--- config.mk ---
export PLATFORM = sky130hd
export DESIGN_NAME = timebase_capture_timer
export DESIGN_NICKNAME = d
export VERILOG_FILES = /design/src/rtl/timer_pkg.sv /design/src/rtl/timebase_capture_timer.sv
export SDC_FILE = /design/constraint.sdc
export NUM_CORES = 1
export LEC_CHECK = 0
export ABC_AREA = 0
export BUFFER_PORTS_ARGS = -buffer_cell sky130_fd_sc_hd__buf_2
export CELL_PAD_IN_SITES_DETAIL_PLACEMENT = 1
export CELL_PAD_IN_SITES_GLOBAL_PLACEMENT = 1
export CORE_AREA = 2 2 100 102
export DETAILED_ROUTE_END_ITERATION = 8
export DIE_AREA = 0 0 102 104
export HOLD_SLACK_MARGIN = 0.02
export PLACE_DENSITY_LB_ADDON = 0.12
export SLEW_MARGIN = 20
export SYNTH_ARGS = -nofsm -noshare
export SYNTH_HDL_FRONTEND = slang
export SYNTH_SLANG_ARGS = --single-unit
export TNS_END_PERCENT = 10
--- constraint.sdc ---
create_clock -name hclk -period 2.85 [get_ports hclk]
set_input_delay 0.7125 -clock hclk [delete_from_list [all_inputs] [get_ports hclk]]
set_output_delay 0.7125 -clock hclk [all_outputs]
set_load 0.01 [all_outputs]
--- src/rtl/timer_pkg.sv ---
// Overview of operation
// [RULE1] Hidden 8-bit counter 1, steps every 32 clocks.
// [RULE2] Counter 1 wraps after F9h; wrap is overflow.
// [RULE3] Period select doubles timebase from 8000 to 16000.
// [RULE4] Counter 1 overflow sets flag; enabled flag requests interrupt.
// [RULE5] Timebase-1 flag clears only by reading register one.
// [RULE6] Readable 8-bit counter 2 starts from reload value.
// [RULE7] Counter 2 reloads after FFh; new reload waits.
// [RULE8] Counter 2 overflow sets flag; register two read clears.
// [RULE9] Any capture pin edge copies counter 1, sets flag.
// [RULE10] Capture request while flag and enable; capture read clears.
// [RULE11] Writes never change the capture flag.
// [RULE12] Edges ignored while capture flag is set.
// [RULE13] Capture register read-only, resets to 00h.
// [RULE14] Register one layout: enables, flags, period select.
// [RULE15] Register one reads zero after reset.
// [RULE16] Counter 2 register read-only, live value, resets 00h.
// [RULE17] Event in read cycle keeps its flag set.
// [RULE18] Capture pin synchronised; one edge per transition.
`default_nettype none
package timer_pkg;
    localparam int DATA_W = 32;
    localparam int OSC_PER_STEP = 32;
    localparam logic [4:0] PRE_LAST = 5'(OSC_PER_STEP - 1);
    localparam int TB_PERIOD_OSC = 8000;
    localparam int TB_STEPS = TB_PERIOD_OSC / OSC_PER_STEP;
    localparam logic [7:0] C1_TOP = 8'hF9;
    localparam logic [7:0] C2_TOP = 8'hFF;
    localparam logic [7:0] A_CSR1 = 8'h00;
    localparam logic [7:0] A_CNT2 = 8'h04;
    localparam logic [7:0] A_CAP = 8'h08;
    localparam logic [7:0] A_CSR2 = 8'h0C;
    localparam logic [7:0] A_RELOAD = 8'h10;
    localparam logic [7:0] A_ISTAT = 8'h14;
    localparam logic [7:0] A_ICLR = 8'h18;
    localparam logic [7:0] A_IEN = 8'h1C;
    localparam int B_CAP_IE = 7;
    localparam int B_CAP_FLAG = 6;
    localparam int B_PERIOD = 5;
    localparam int B_TB1_IE = 4;
    localparam int B_TB1_FLAG = 3;
    localparam int B_TB2_IE = 1;
    localparam int B_TB2_FLAG = 0;
    localparam int EV_W = 3;
    localparam logic [7:0] BYTE_RST = 8'h00;
    localparam logic [EV_W-1:0] EV_RST = 3'h0;
    typedef struct packed {
        logic cap_ie;
        logic period_sel;
        logic tb1_ie;
        logic tb2_ie;
    } ctrl_s;
    localparam ctrl_s CTRL_RST = '{cap_ie: 1'b0, period_sel: 1'b0, tb1_ie: 1'b0, tb2_ie: 1'b0};
    typedef struct packed {
        logic valid;
        logic write;
        logic [7:0] addr;
    } bus_req_s;
    localparam bus_req_s REQ_RST = '{valid: 1'b0, write: 1'b0, addr: 8'h00};
endpackage
`default_nettype wire

--- src/rtl/timebase_capture_timer.sv ---
// Register access over AHB-Lite and the register offsets were left to the implementer.
`default_nettype none
module timebase_capture_timer (
    input wire logic hclk,
    input wire logic hresetn,
    input wire logic hsel,
    input wire logic [timer_pkg::DATA_W-1:0] haddr,
    input wire logic [1:0] htrans,
    input wire logic hwrite,
    input wire logic [2:0] hsize,
    input wire logic [timer_pkg::DATA_W-1:0] hwdata,
    input wire logic hready,
    output logic hreadyout,
    output logic hresp,
    output logic [timer_pkg::DATA_W-1:0] hrdata,
    input wire logic capture_input_pin,
    output logic tb1_irq,
    output logic tb2_irq,
    output logic capture_irq,
    output logic irq
);
    import timer_pkg::*;

    logic [4:0] pre_q, pre_d;
    logic tick;
    logic [7:0] c1_q, c1_d, c2_q, c2_d;
    logic half_q, half_d;
    logic c1_wrap, c2_wrap, tb1_event, tb2_event;
    logic s1_q, s2_q, s3_q, lvl_q, s1_d, s2_d, s3_d, lvl_d;
    logic pin_edge, cap_take;
    bus_req_s dph_q, dph_d;
    logic acc, rd_acc, wr_en;
    logic [7:0] rd_addr, wdat;
    ctrl_s ctrl_q, ctrl_d;
    logic [7:0] reload_q, reload_d, capture_q, capture_d;
    logic tb1_flag_q, tb1_flag_d, tb2_flag_q, tb2_flag_d, cap_flag_q, cap_flag_d;
    logic [EV_W-1:0] istat_q, istat_d, ien_q, ien_d, events;
    logic [DATA_W-1:0] hrdata_q, hrdata_d;
    logic [7:0] rbyte;

    // Shared prescaler divides the clock by 32 for both counters.
    always_comb begin
        pre_d = pre_q + 5'h01;
        tick = (pre_q == PRE_LAST); // [RULE1]
    end

    always_ff @(posedge hclk or negedge hresetn) begin
        if (!hresetn) begin
            pre_q <= 5'h00;
        end else begin
            pre_q <= pre_d;
        end
    end

    // Counter 1 runs 0..F9h; a half-period toggle stretches the event when doubled.
    always_comb begin
        c1_wrap = tick && (c1_q == C1_TOP); // [RULE2]
        c1_d = c1_q;
        if (tick) begin
            c1_d = c1_wrap ? 8'h00 : c1_q + 8'h01; // [RULE1] [RULE2]
        end
        half_d = c1_wrap ? ~half_q : half_q;
        tb1_event = c1_wrap && (!ctrl_q.period_sel || half_q); // [RULE3]
    end

    always_ff @(posedge hclk or negedge hresetn) begin
        if (!hresetn) begin
            c1_q <= 8'h00;
            half_q <= 1'b0;
        end else begin
            c1_q <= c1_d;
            half_q <= half_d;
        end
    end

    // Counter 2 counts up and takes the reload value as it passes FFh.
    always_comb begin
        c2_wrap = tick && (c2_q == C2_TOP);
        tb2_event = c2_wrap; // [RULE8]
        c2_d = c2_q;
        if (tick) begin
            c2_d = c2_wrap ? reload_q : c2_q + 8'h01; // [RULE6] [RULE7]
        end
    end

    always_ff @(posedge hclk or negedge hresetn) begin
        if (!hresetn) begin
            c2_q <= BYTE_RST; // [RULE16]
        end else begin
            c2_q <= c2_d;
        end
    end

    // Three-stage synchroniser; a level is accepted once stages two and three agree.
    always_comb begin
        s1_d = capture_input_pin;
        s2_d = s1_q;
        s3_d = s2_q;
        lvl_d = (s2_q == s3_q) ? s3_q : lvl_q; // [RULE18]
        pin_edge = (s2_q == s3_q) && (s3_q != lvl_q); // [RULE18]
        cap_take = pin_edge && !cap_flag_q; // [RULE9] [RULE12]
    end

    always_ff @(posedge hclk or negedge hresetn) begin
        if (!hresetn) begin
            s1_q <= 1'b0;
            s2_q <= 1'b0;
            s3_q <= 1'b0;
            lvl_q <= 1'b0;
        end else begin
            s1_q <= s1_d;
            s2_q <= s2_d;
            s3_q <= s3_d;
            lvl_q <= lvl_d;
        end
    end

    // Bus slave: address phase is latched, writes land in the data phase.
    always_comb begin
        acc = hsel && htrans[1] && hready;
        rd_acc = acc && !hwrite;
        rd_addr = haddr[7:0];
        dph_d = REQ_RST;
        if (acc) begin
            dph_d = '{valid: 1'b1, write: hwrite, addr: haddr[7:0]};
        end
        wr_en = dph_q.valid && dph_q.write;
        wdat = hwdata[7:0];
    end

    always_ff @(posedge hclk or negedge hresetn) begin
        if (!hresetn) begin
            dph_q <= REQ_RST;
        end else begin
            dph_q <= dph_d;
        end
    end

    // Software registers and flags; timer flags ignore written values, istat bits clear on ICLR writes of ones.
    always_comb begin
        ctrl_d = ctrl_q;
        reload_d = reload_q;
        ien_d = ien_q;
        istat_d = istat_q;
        if (wr_en) begin
            case (dph_q.addr)
                A_CSR1: begin
                    ctrl_d.cap_ie = wdat[B_CAP_IE]; // [RULE14]
                    ctrl_d.period_sel = wdat[B_PERIOD]; // [RULE3]
                    ctrl_d.tb1_ie = wdat[B_TB1_IE];
                end
                A_CSR2: begin
                    ctrl_d.tb2_ie = wdat[B_TB2_IE];
                end
                A_RELOAD: begin
                    reload_d = wdat; // [RULE7]
                end
                A_IEN: begin
                    ien_d = wdat[EV_W-1:0];
                end
                A_ICLR: begin
                    istat_d = istat_q & ~wdat[EV_W-1:0];
                end
                default: begin
                    ctrl_d = ctrl_q;
                end
            endcase
        end
        events = {cap_take, tb2_event, tb1_event};
        istat_d = istat_d | events;
        tb1_flag_d = tb1_event | (tb1_flag_q & !(rd_acc && rd_addr == A_CSR1)); // [RULE5] [RULE17]
        tb2_flag_d = tb2_event | (tb2_flag_q & !(rd_acc && rd_addr == A_CSR2)); // [RULE8] [RULE17]
        cap_flag_d = cap_take | (cap_flag_q & !(rd_acc && rd_addr == A_CAP)); // [RULE10] [RULE11]
        capture_d = cap_take ? c1_q : capture_q; // [RULE9]
    end

    always_ff @(posedge hclk or negedge hresetn) begin
        if (!hresetn) begin
            ctrl_q <= CTRL_RST; // [RULE15]
            reload_q <= BYTE_RST;
            ien_q <= EV_RST;
            istat_q <= EV_RST;
            tb1_flag_q <= 1'b0;
            tb2_flag_q <= 1'b0;
            cap_flag_q <= 1'b0;
            capture_q <= BYTE_RST; // [RULE13]
        end else begin
            ctrl_q <= ctrl_d;
            reload_q <= reload_d;
            ien_q <= ien_d;
            istat_q <= istat_d;
            tb1_flag_q <= tb1_flag_d;
            tb2_flag_q <= tb2_flag_d;
            cap_flag_q <= cap_flag_d;
            capture_q <= capture_d;
        end
    end

    // Read data is captured in the address phase, using freshly written controls.
    always_comb begin
        rbyte = 8'h00;
        case (rd_addr)
            A_CSR1: begin
                rbyte[B_CAP_IE] = ctrl_d.cap_ie; // [RULE14]
                rbyte[B_CAP_FLAG] = cap_flag_q;
                rbyte[B_PERIOD] = ctrl_d.period_sel;
                rbyte[B_TB1_IE] = ctrl_d.tb1_ie;
                rbyte[B_TB1_FLAG] = tb1_flag_q;
            end
            A_CNT2: rbyte = c2_q; // [RULE16]
            A_CAP: rbyte = capture_q; // [RULE13]
            A_CSR2: begin
                rbyte[B_TB2_IE] = ctrl_d.tb2_ie;
                rbyte[B_TB2_FLAG] = tb2_flag_q;
            end
            A_RELOAD: rbyte = reload_d;
            A_ISTAT: rbyte = {5'h00, istat_q};
            A_IEN: rbyte = {5'h00, ien_d};
            default: rbyte = 8'h00;
        endcase
        hrdata_d = rd_acc ? {24'h000000, rbyte} : hrdata_q;
    end

    always_ff @(posedge hclk or negedge hresetn) begin
        if (!hresetn) begin
            hrdata_q <= 32'h00000000;
        end else begin
            hrdata_q <= hrdata_d;
        end
    end

    assign hrdata = hrdata_q;
    assign hreadyout = 1'b1;
    assign hresp = 1'b0;
    assign tb1_irq = tb1_flag_q && ctrl_q.tb1_ie; // [RULE4]
    assign tb2_irq = tb2_flag_q && ctrl_q.tb2_ie; // [RULE8]
    assign capture_irq = cap_flag_q && ctrl_q.cap_ie; // [RULE10]
    assign irq = |(istat_q & ien_q);
endmodule
`default_nettype wire

==> impl_metrics.py, run 1 <==
metrics = {
    "floorplanning": {
        "pin_count": 113,
        "coreArea_mm2": 0.00955,
        "die_y_um": 104,
        "die_area_mm2": 0.0106,
        "die_w_um": 102,
        "num_rows": 36,
        "start_util_pct": 38.2,
    },
    "synth": {
        "synth_edf_count": 0,
        "avgSynthCellArea_um2": 10.9,
        "synth_area_mm2": 0.00365,
        "yosysUniqueCellTypes": 53,
        "yosys_register_bits": 73,
        "yosysWarnings": 0,
        "yosysTopAreaCell": "dfrtp_1",
        "yosysSeqAreaShare_pct": 50.1,
        "synth.area.top_cells": "dfrtp_1 50%, mux2_2 6.2%, buf_4 5.3%, nand2_1 3.0%, mux2_4 2.5%",
        "synth_top_area_share_pct": 50.1,
        "async_flop_share_pct": 100,
        "netlist_instances": 336,
        "yosys_most_used_dff": "dfrtp_1",
    },
    "route": {
        "drt_first_pass_iters": 4,
        "drc": 0,
        "wl_mm": 8.69,
        "ant_nets": 0,
        "avgRoutedWirePerCell_um": 16.8,
        "num_vias": 2566,
        "vias_per_cell": 4.95,
        "drtIter0Drc": 81,
    },
    "critical_path": {
        "critical_path_arrival_ns": 2.66,
        "crit_required_ns": 3.09,
        "path_class": "flop to flop",
        "path_max_fanout": 8,
        "rr_worst_depth": 5,
        "cp-start-kind": "flop",
        "crit_path_end_kind": "flop",
    },
    "sta": {
        "rsz0062_at_grt": "no",
        "worst_pin_slew_ns": 0.632,
        "setup_viol": 0,
        "finalMaxSlewViolations": 0,
        "min_period_ns": 2.42,
        "slew_headroom_pct": 57.9,
        "finalSetupTns_ns": 0,
        "finalHoldViolations": 0,
        "fin_crit_sh_pct": 84.9,
        "fmax_ghz": 0.413,
        "fin_skew_ns": 0.0107,
    },
    "global_route": {
        "overflow": 0,
        "groute.usage.overall_pct": 17.4,
        "antenna_found_initial": 0,
        "grt_first_pass_wirelength_mm": 14.2,
        "grt_max_degree": 74,
        "grt_pass1_vias": 2671,
    },
    "finish": {
        "fin_nets": 460,
        "diodes": 0,
        "drive_gt1_share_pct": 25.2,
        "syn_to_final_growth_pct": 13.7,
    },
    "power": {
        "peakVddDrop_uv": 264,
        "p_leak_nw": 1.99,
        "power_density_mw_per_mm2": 526,
        "finalPower_w": 0.00218,
    },
    "clock_tree": {
        "htree_levels": 3,
        "ctsResizeCount": 0,
        "cts-buffers-inserted": 9,
        "clk_latency_ns": 0.35,
        "cts_root_buffer": "clkbuf_8",
        "clkSinkCount": 73,
        "cts_buffer_depth": 2,
        "cts_setup_buffers": 0,
        "cts.clk_slew.worst_paths_ns": 0.08,
        "cts_hold_buffers": 0,
        "cts_tree": "yes",
    },
    "min_path": {
        "hold_path_class": "primary input to asynchronous set/reset pin",
    },
    "place": {
        "hpwl_mm": 6.28,
        "gp_congestion": 0.746,
        "placement.io_buffers": 34,
    },
    "flow_run": {
        "cap_viol_max_count": 0,
    },
    "outcome": {
        "outcome": "completed",
    },
}
routing by layer:
| metal | part of all wire (%) | global-route usage, % |
|---|---|---|
| met1 | 47 | 23.9 |
| met2 | 50 | 27.9 |
| met3 | 2.0 | 2.62 |
| met4 | 1.3 | 6.00 |
| met5 | 0 | 0 |
cell usage after synthesis (all sizes together), types with 10 or more instances:
master,instances
nand2,29
inv,11
buf,28
and2,14
o21ai,15
clkbuf,10
mux2,26
dfrtp,73
nor2,16
a21oi,10
through the flow:
step           std cells  cell area, um^2  utilization [%]  hold WS (ns)  setup slack [ns]
2_1_floorplan        360             3740                -         0.331             0.506
3_3_place_gp         502             3930             41.2         0.339             0.388
3_5_place_dp         502             3930             41.2         0.340             0.376
4_1_cts              518             4150             43.4         0.361             0.418
5_1_grt              518             4150             43.4         0.362             0.315
6_report             518             4150             43.4         0.349             0.430
path summary, 6_finish.rpt:
path / startpoint / end / slack, ns
worst max-delay path: dph_q[2] / hrdata[3] / 0.43
worst min-delay path: hresetn / dph_q[1] / 0.35
worst max register to register: dph_q[2] / hrdata[3] / 0.43
worst min register to register: s1_q / s2_q / 0.36
max in group asynchronous: hresetn / reload_q[7] / 2.15
min in group hclk: s1_q / s2_q / 0.36
flip-flops by register name, indices dropped and copies added (netlist names), 3 cells and up:
name       flops
dph_q         10
capture_q      8
hrdata         8
istat_q        3
ctrl_q         4
c2_q           8
reload_q       8
ien_q          3
pre_q          5
c1_q           8
kinds of logic after synthesis:
logic type	count (synthesis)	share of synthesized area, %
AND/OR/NAND/NOR	106	15.8
buffers and inverters	49	8.13
adder cells (fa/ha/maj)	6	1.99
AO/OA/AOI/OAI	62	12.2
multiplexers	30	9.74
XOR/XNOR	8	1.92
other	2	0.206
flip-flops	73	50.1
power by group:
group | switching, W | total (W) | internal (W)
Combinational | 0.000103 | 0.000174 | 0.0000708
Sequential | 0.0000286 | 0.00110 | 0.00108
Clock | 0.000411 | 0.000904 | 0.000493
Total | 0.000543 | 0.00218 | 0.00164
layout make-up:
cell class	instances	area (um^2)
Multi-Input combinational cell	238	1620
Sequential cell	73	1830
Clock inverter	7	95.1
Inverter	11	41.3
Tap cell	133	166
Clock buffer	9	124
Timing Repair Buffer	47	280
Fill cell	1113	5400
critical path, cell delays in order (launching register included):
cell and delay, ns:
dfrtp_1 0.39, or4_4 0.54, or3_1 0.61, mux2_4 0.40
a221oi_1 0.28, a21oi_1 0.07
cells in the final DEF, fill, tap and decap left out, types with 4 or more instances in the layout:
cell type	count
nand2_1	29
a21o_1	7
dfrtp_1	73
clkbuf_8	9
nor3_1	4
a22o_1	7
nand3_1	7
xor2_1	7
nor2_1	16
nand4_1	5
nand2b_1	4
mux2_2	20
conb_1	26
buf_2	34
o21ai_0	14
inv_1	11
mux2i_1	4
ha_1	5
and2_1	14
mux2_4	6
buf_4	12
or3_1	4
a22oi_1	4
a21oi_1	10
No activity file was read; power rests on OpenSTA's default activity.
==> run 2: changes to the inputs <==
--- a/config.mk
+++ b/config.mk
@@ -5,13 +5,13 @@
 export SDC_FILE = /design/constraint.sdc
 export NUM_CORES = 1
 export LEC_CHECK = 0
-export ABC_AREA = 0
+export ABC_AREA = 1
 export BUFFER_PORTS_ARGS = -buffer_cell sky130_fd_sc_hd__buf_2
 export CELL_PAD_IN_SITES_DETAIL_PLACEMENT = 1
 export CELL_PAD_IN_SITES_GLOBAL_PLACEMENT = 1
-export CORE_AREA = 2 2 100 102
+export CORE_AREA = 2 2 111 113
 export DETAILED_ROUTE_END_ITERATION = 8
-export DIE_AREA = 0 0 102 104
+export DIE_AREA = 0 0 113 115
 export HOLD_SLACK_MARGIN = 0.02
 export PLACE_DENSITY_LB_ADDON = 0.12
 export SLEW_MARGIN = 20
==> constraint.sdc (replaced) <==
create_clock -name hclk -period 1.9 [get_ports hclk]
set_input_delay 0.475 -clock hclk [delete_from_list [all_inputs] [get_ports hclk]]
set_output_delay 0.475 -clock hclk [all_outputs]
set_load 0.01 [all_outputs]
==> impl_metrics.py, run 2 <==
metrics = {
    "synth": {
        "synth.area.top_cells": "dfrtp_1 47%, nand2_1 11%, inv_1 6.1%, buf_4 5.4%, nand3_1 4.9%",
        "yosysTopAreaCell": "dfrtp_1",
        "yosysWarnings": 0,
        "synth_edf_count": 0,
        "yosysSeqAreaShare_pct": 46.9,
        "avgSynthCellArea_um2": 8.24,
        "yosysUniqueCellTypes": 38,
        "yosys_most_used_dff": "dfrtp_1",
        "async_flop_share_pct": 100,
        "netlist_instances": 473,
        "synth_area_mm2": 0.00390,
        "synth_top_area_share_pct": 46.9,
        "synth_common_cells": "110 x nand2_1, 73 x dfrtp_1, 63 x inv_1, 40 x nor2_1, 38 x nand3_1",
        "yosys_register_bits": 73,
        "yosysMostFrequentCell": "nand2_1",
    },
    "critical_path": {
        "rr_worst_depth": 11,
        "path_class": "flop to flop",
        "crit_required_ns": 2.12,
        "r2r_slack_ns": 0.05,
        "r2r-end": "c2_q[3]",
        "cp_cell_sequence": "ha_2, nand2_2, nor2_4, ha_4, buf_6, nand3_4, nor2_4, nand2_4, buf_12, o211ai_1, nand2_1",
        "timing.critical_path.from": "pre_q[1]",
        "cp_top_family": "simple AND/OR/NAND/NOR gates",
        "path_max_fanout": 7,
        "cp_num_cells": 11,
        "critical_path_arrival_ns": 2.07,
        "max_stage_delay_ns": 0.36,
        "cp_common_cell": "nor2_4",
        "crit_path_end_kind": "flop",
        "rr_startpoint": "pre_q[1]",
        "critPathBufInv": 2,
        "endpoint": "c2_q[3]",
        "cp-start-kind": "flop",
        "crit_slowest_cell": "dfrtp_1",
    },
    "finish": {
        "final_util_pct": 39.5,
        "final_common_cell": "nand2_1",
        "drive_gt1_share_pct": 21.0,
        "top_register": "dph_q",
        "layout_common_cells": "109 x nand2_1, 73 x dfrtp_1, 62 x inv_1",
        "fin_nets": 615,
        "largest_reg_flops": 10,
        "syn_to_final_growth_pct": 19.8,
        "diodes": 0,
    },
    "sta": {
        "finalHoldViolations": 0,
        "rsz0062_at_grt": "yes",
        "fmax_ghz": 0.539,
        "whs_ns": 0.0634,
        "worst_pin_slew_ns": 0.622,
        "min_period_ns": 1.85,
        "setup_ws_ns": 0.0462,
        "finalMaxSlewViolations": 0,
        "fin_crit_sh_pct": 97.6,
        "fin_skew_ns": 0.00453,
        "slew_headroom_pct": 58.4,
        "finalSetupTns_ns": 0,
        "setup_viol": 0,
    },
    "place": {
        "placement.io_buffers": 34,
        "place_ws_ns": -0.0913,
        "hpwl_mm": 7.50,
        "gp_congestion": 0.742,
    },
    "route": {
        "wl_mm": 9.67,
        "drtIter0Drc": 104,
        "drt_first_pass_iters": 6,
        "vias_per_cell": 4.56,
        "num_vias": 3116,
        "drc": 3,
        "ant_nets": 0,
        "avgRoutedWirePerCell_um": 14.1,
    },
    "power": {
        "sw_frac_of_total_pct": 23.2,
        "power_density_mw_per_mm2": 733,
        "clkPwrFrac_pct": 46.5,
        "combPwrFrac_pct": 6.3,
        "p_leak_nw": 2.44,
        "peakVddDrop_uv": 412,
        "p_sw_w": 0.000793,
        "seqPwrFrac_pct": 47.1,
        "finalPower_w": 0.00342,
        "p_int_w": 0.00263,
    },
    "clock_tree": {
        "htree_levels": 3,
        "cts_tree": "yes",
        "clk_latency_ns": 0.34,
        "cts-buffers-inserted": 9,
        "cts.clk_slew.worst_paths_ns": 0.06,
        "clkSinkCount": 73,
        "cts_buffer_depth": 2,
        "cts_hold_buffers": 0,
        "cts_root_buffer": "clkbuf_16",
    },
    "floorplanning": {
        "die_w_um": 113,
        "pin_count": 113,
        "start_util_pct": 33.0,
        "coreArea_mm2": 0.0118,
        "die_y_um": 115,
        "num_rows": 40,
        "die_area_mm2": 0.0130,
    },
    "min_path": {
        "hold_path_class": "primary input to asynchronous set/reset pin",
    },
    "global_route": {
        "groute.usage.overall_pct": 16.2,
        "overflow": 0,
        "grt_pass1_vias": 3301,
        "antenna_found_initial": 0,
        "grt_max_degree": 30,
        "grt_first_pass_wirelength_mm": 16.4,
    },
    "flow_run": {
        "cap_viol_max_count": 0,
    },
    "outcome": {
        "outcome": "finished with violations",
        "violations": "DRC",
    },
}
[run 2: routing by layer]
layer	up-vias	share of wire (%)	GRT usage, %
li1	1563	-	-
met1	1508	46	20.6
met2	34	49	27.7
met3	11	2.5	2.79
met4	0	1.7	6.34
met5	-	0	0
[run 2: kinds of logic (layout without fill, tap and decap cells)]
group           count (synthesis)  count (layout)  synth area share [%]
buf+inv                       102             142                  13.1
simple gates                  221             221                  26.5
mux                             1               1                 0.257
fa+ha+maj                       6               6                  1.86
xor+xnor                        8               8                  1.80
other cells                     2              26                 0.193
compound gates                 60              60                  9.41
flops                          73              73                  46.9
[run 2: power groups by stage]
| stage | Sequential [W] | Clock [W] | Combinational (W) |
|---|---|---|---|
| after floorplan | 0.00164 | 0 | 0.000156 |
| after CTS | 0.00161 | 0.00164 | 0.000222 |
| after global routing | 0.00162 | 0.00169 | 0.000250 |
| after detailed placement | 0.00164 | 0 | 0.000222 |
| final | 0.00161 | 0.00159 | 0.000217 |
| after global placement | 0.00164 | 0 | 0.000218 |
[run 2: worst min path at each step]
stage | slack (ns) | to
final | 0.06 | dph_q[8]
after CTS | 0.08 | dph_q[1]
after floorplan | 0.18 | c1_q[0]
after global placement | 0.34 | s2_q
after detailed placement | 0.34 | s2_q
after global routing | 0.09 | dph_q[8]
[run 2: worst register-to-register path: stages, from the launching register on]
cell and delay, ns:
dfrtp_1 0.36, ha_2 0.20, nand2_2 0.07, nor2_4 0.13, ha_4 0.17, buf_6 0.11
nand3_4 0.07, nor2_4 0.15, nand2_4 0.08, buf_12 0.13, o211ai_1 0.18, nand2_1 0.08
[run 2: repair_timing]
item,CTS,global route
pin swaps,0,10
endpoints found under the setup margin,18,19
resized for setup,4,15
cloned,0,0
buffers inserted,0,4
[run 2: final cells by class]
class / count / area [um^2]
Inverter: 68 / 255
Multi-Input combinational cell: 322 / 1710
Fill cell: 1414 / 7140
Sequential cell: 73 / 1830
Clock buffer: 13 / 270
Tap cell: 147 / 184
Timing Repair Buffer: 61 / 420
[run 2: stage by stage]
stage	cells	instance area [um^2]
3_5_place_dp	667	4300
5_1_grt	684	4670
3_3_place_gp	667	4300
2_1_floorplan	497	3990
4_1_cts	680	4580
6_report	684	4670
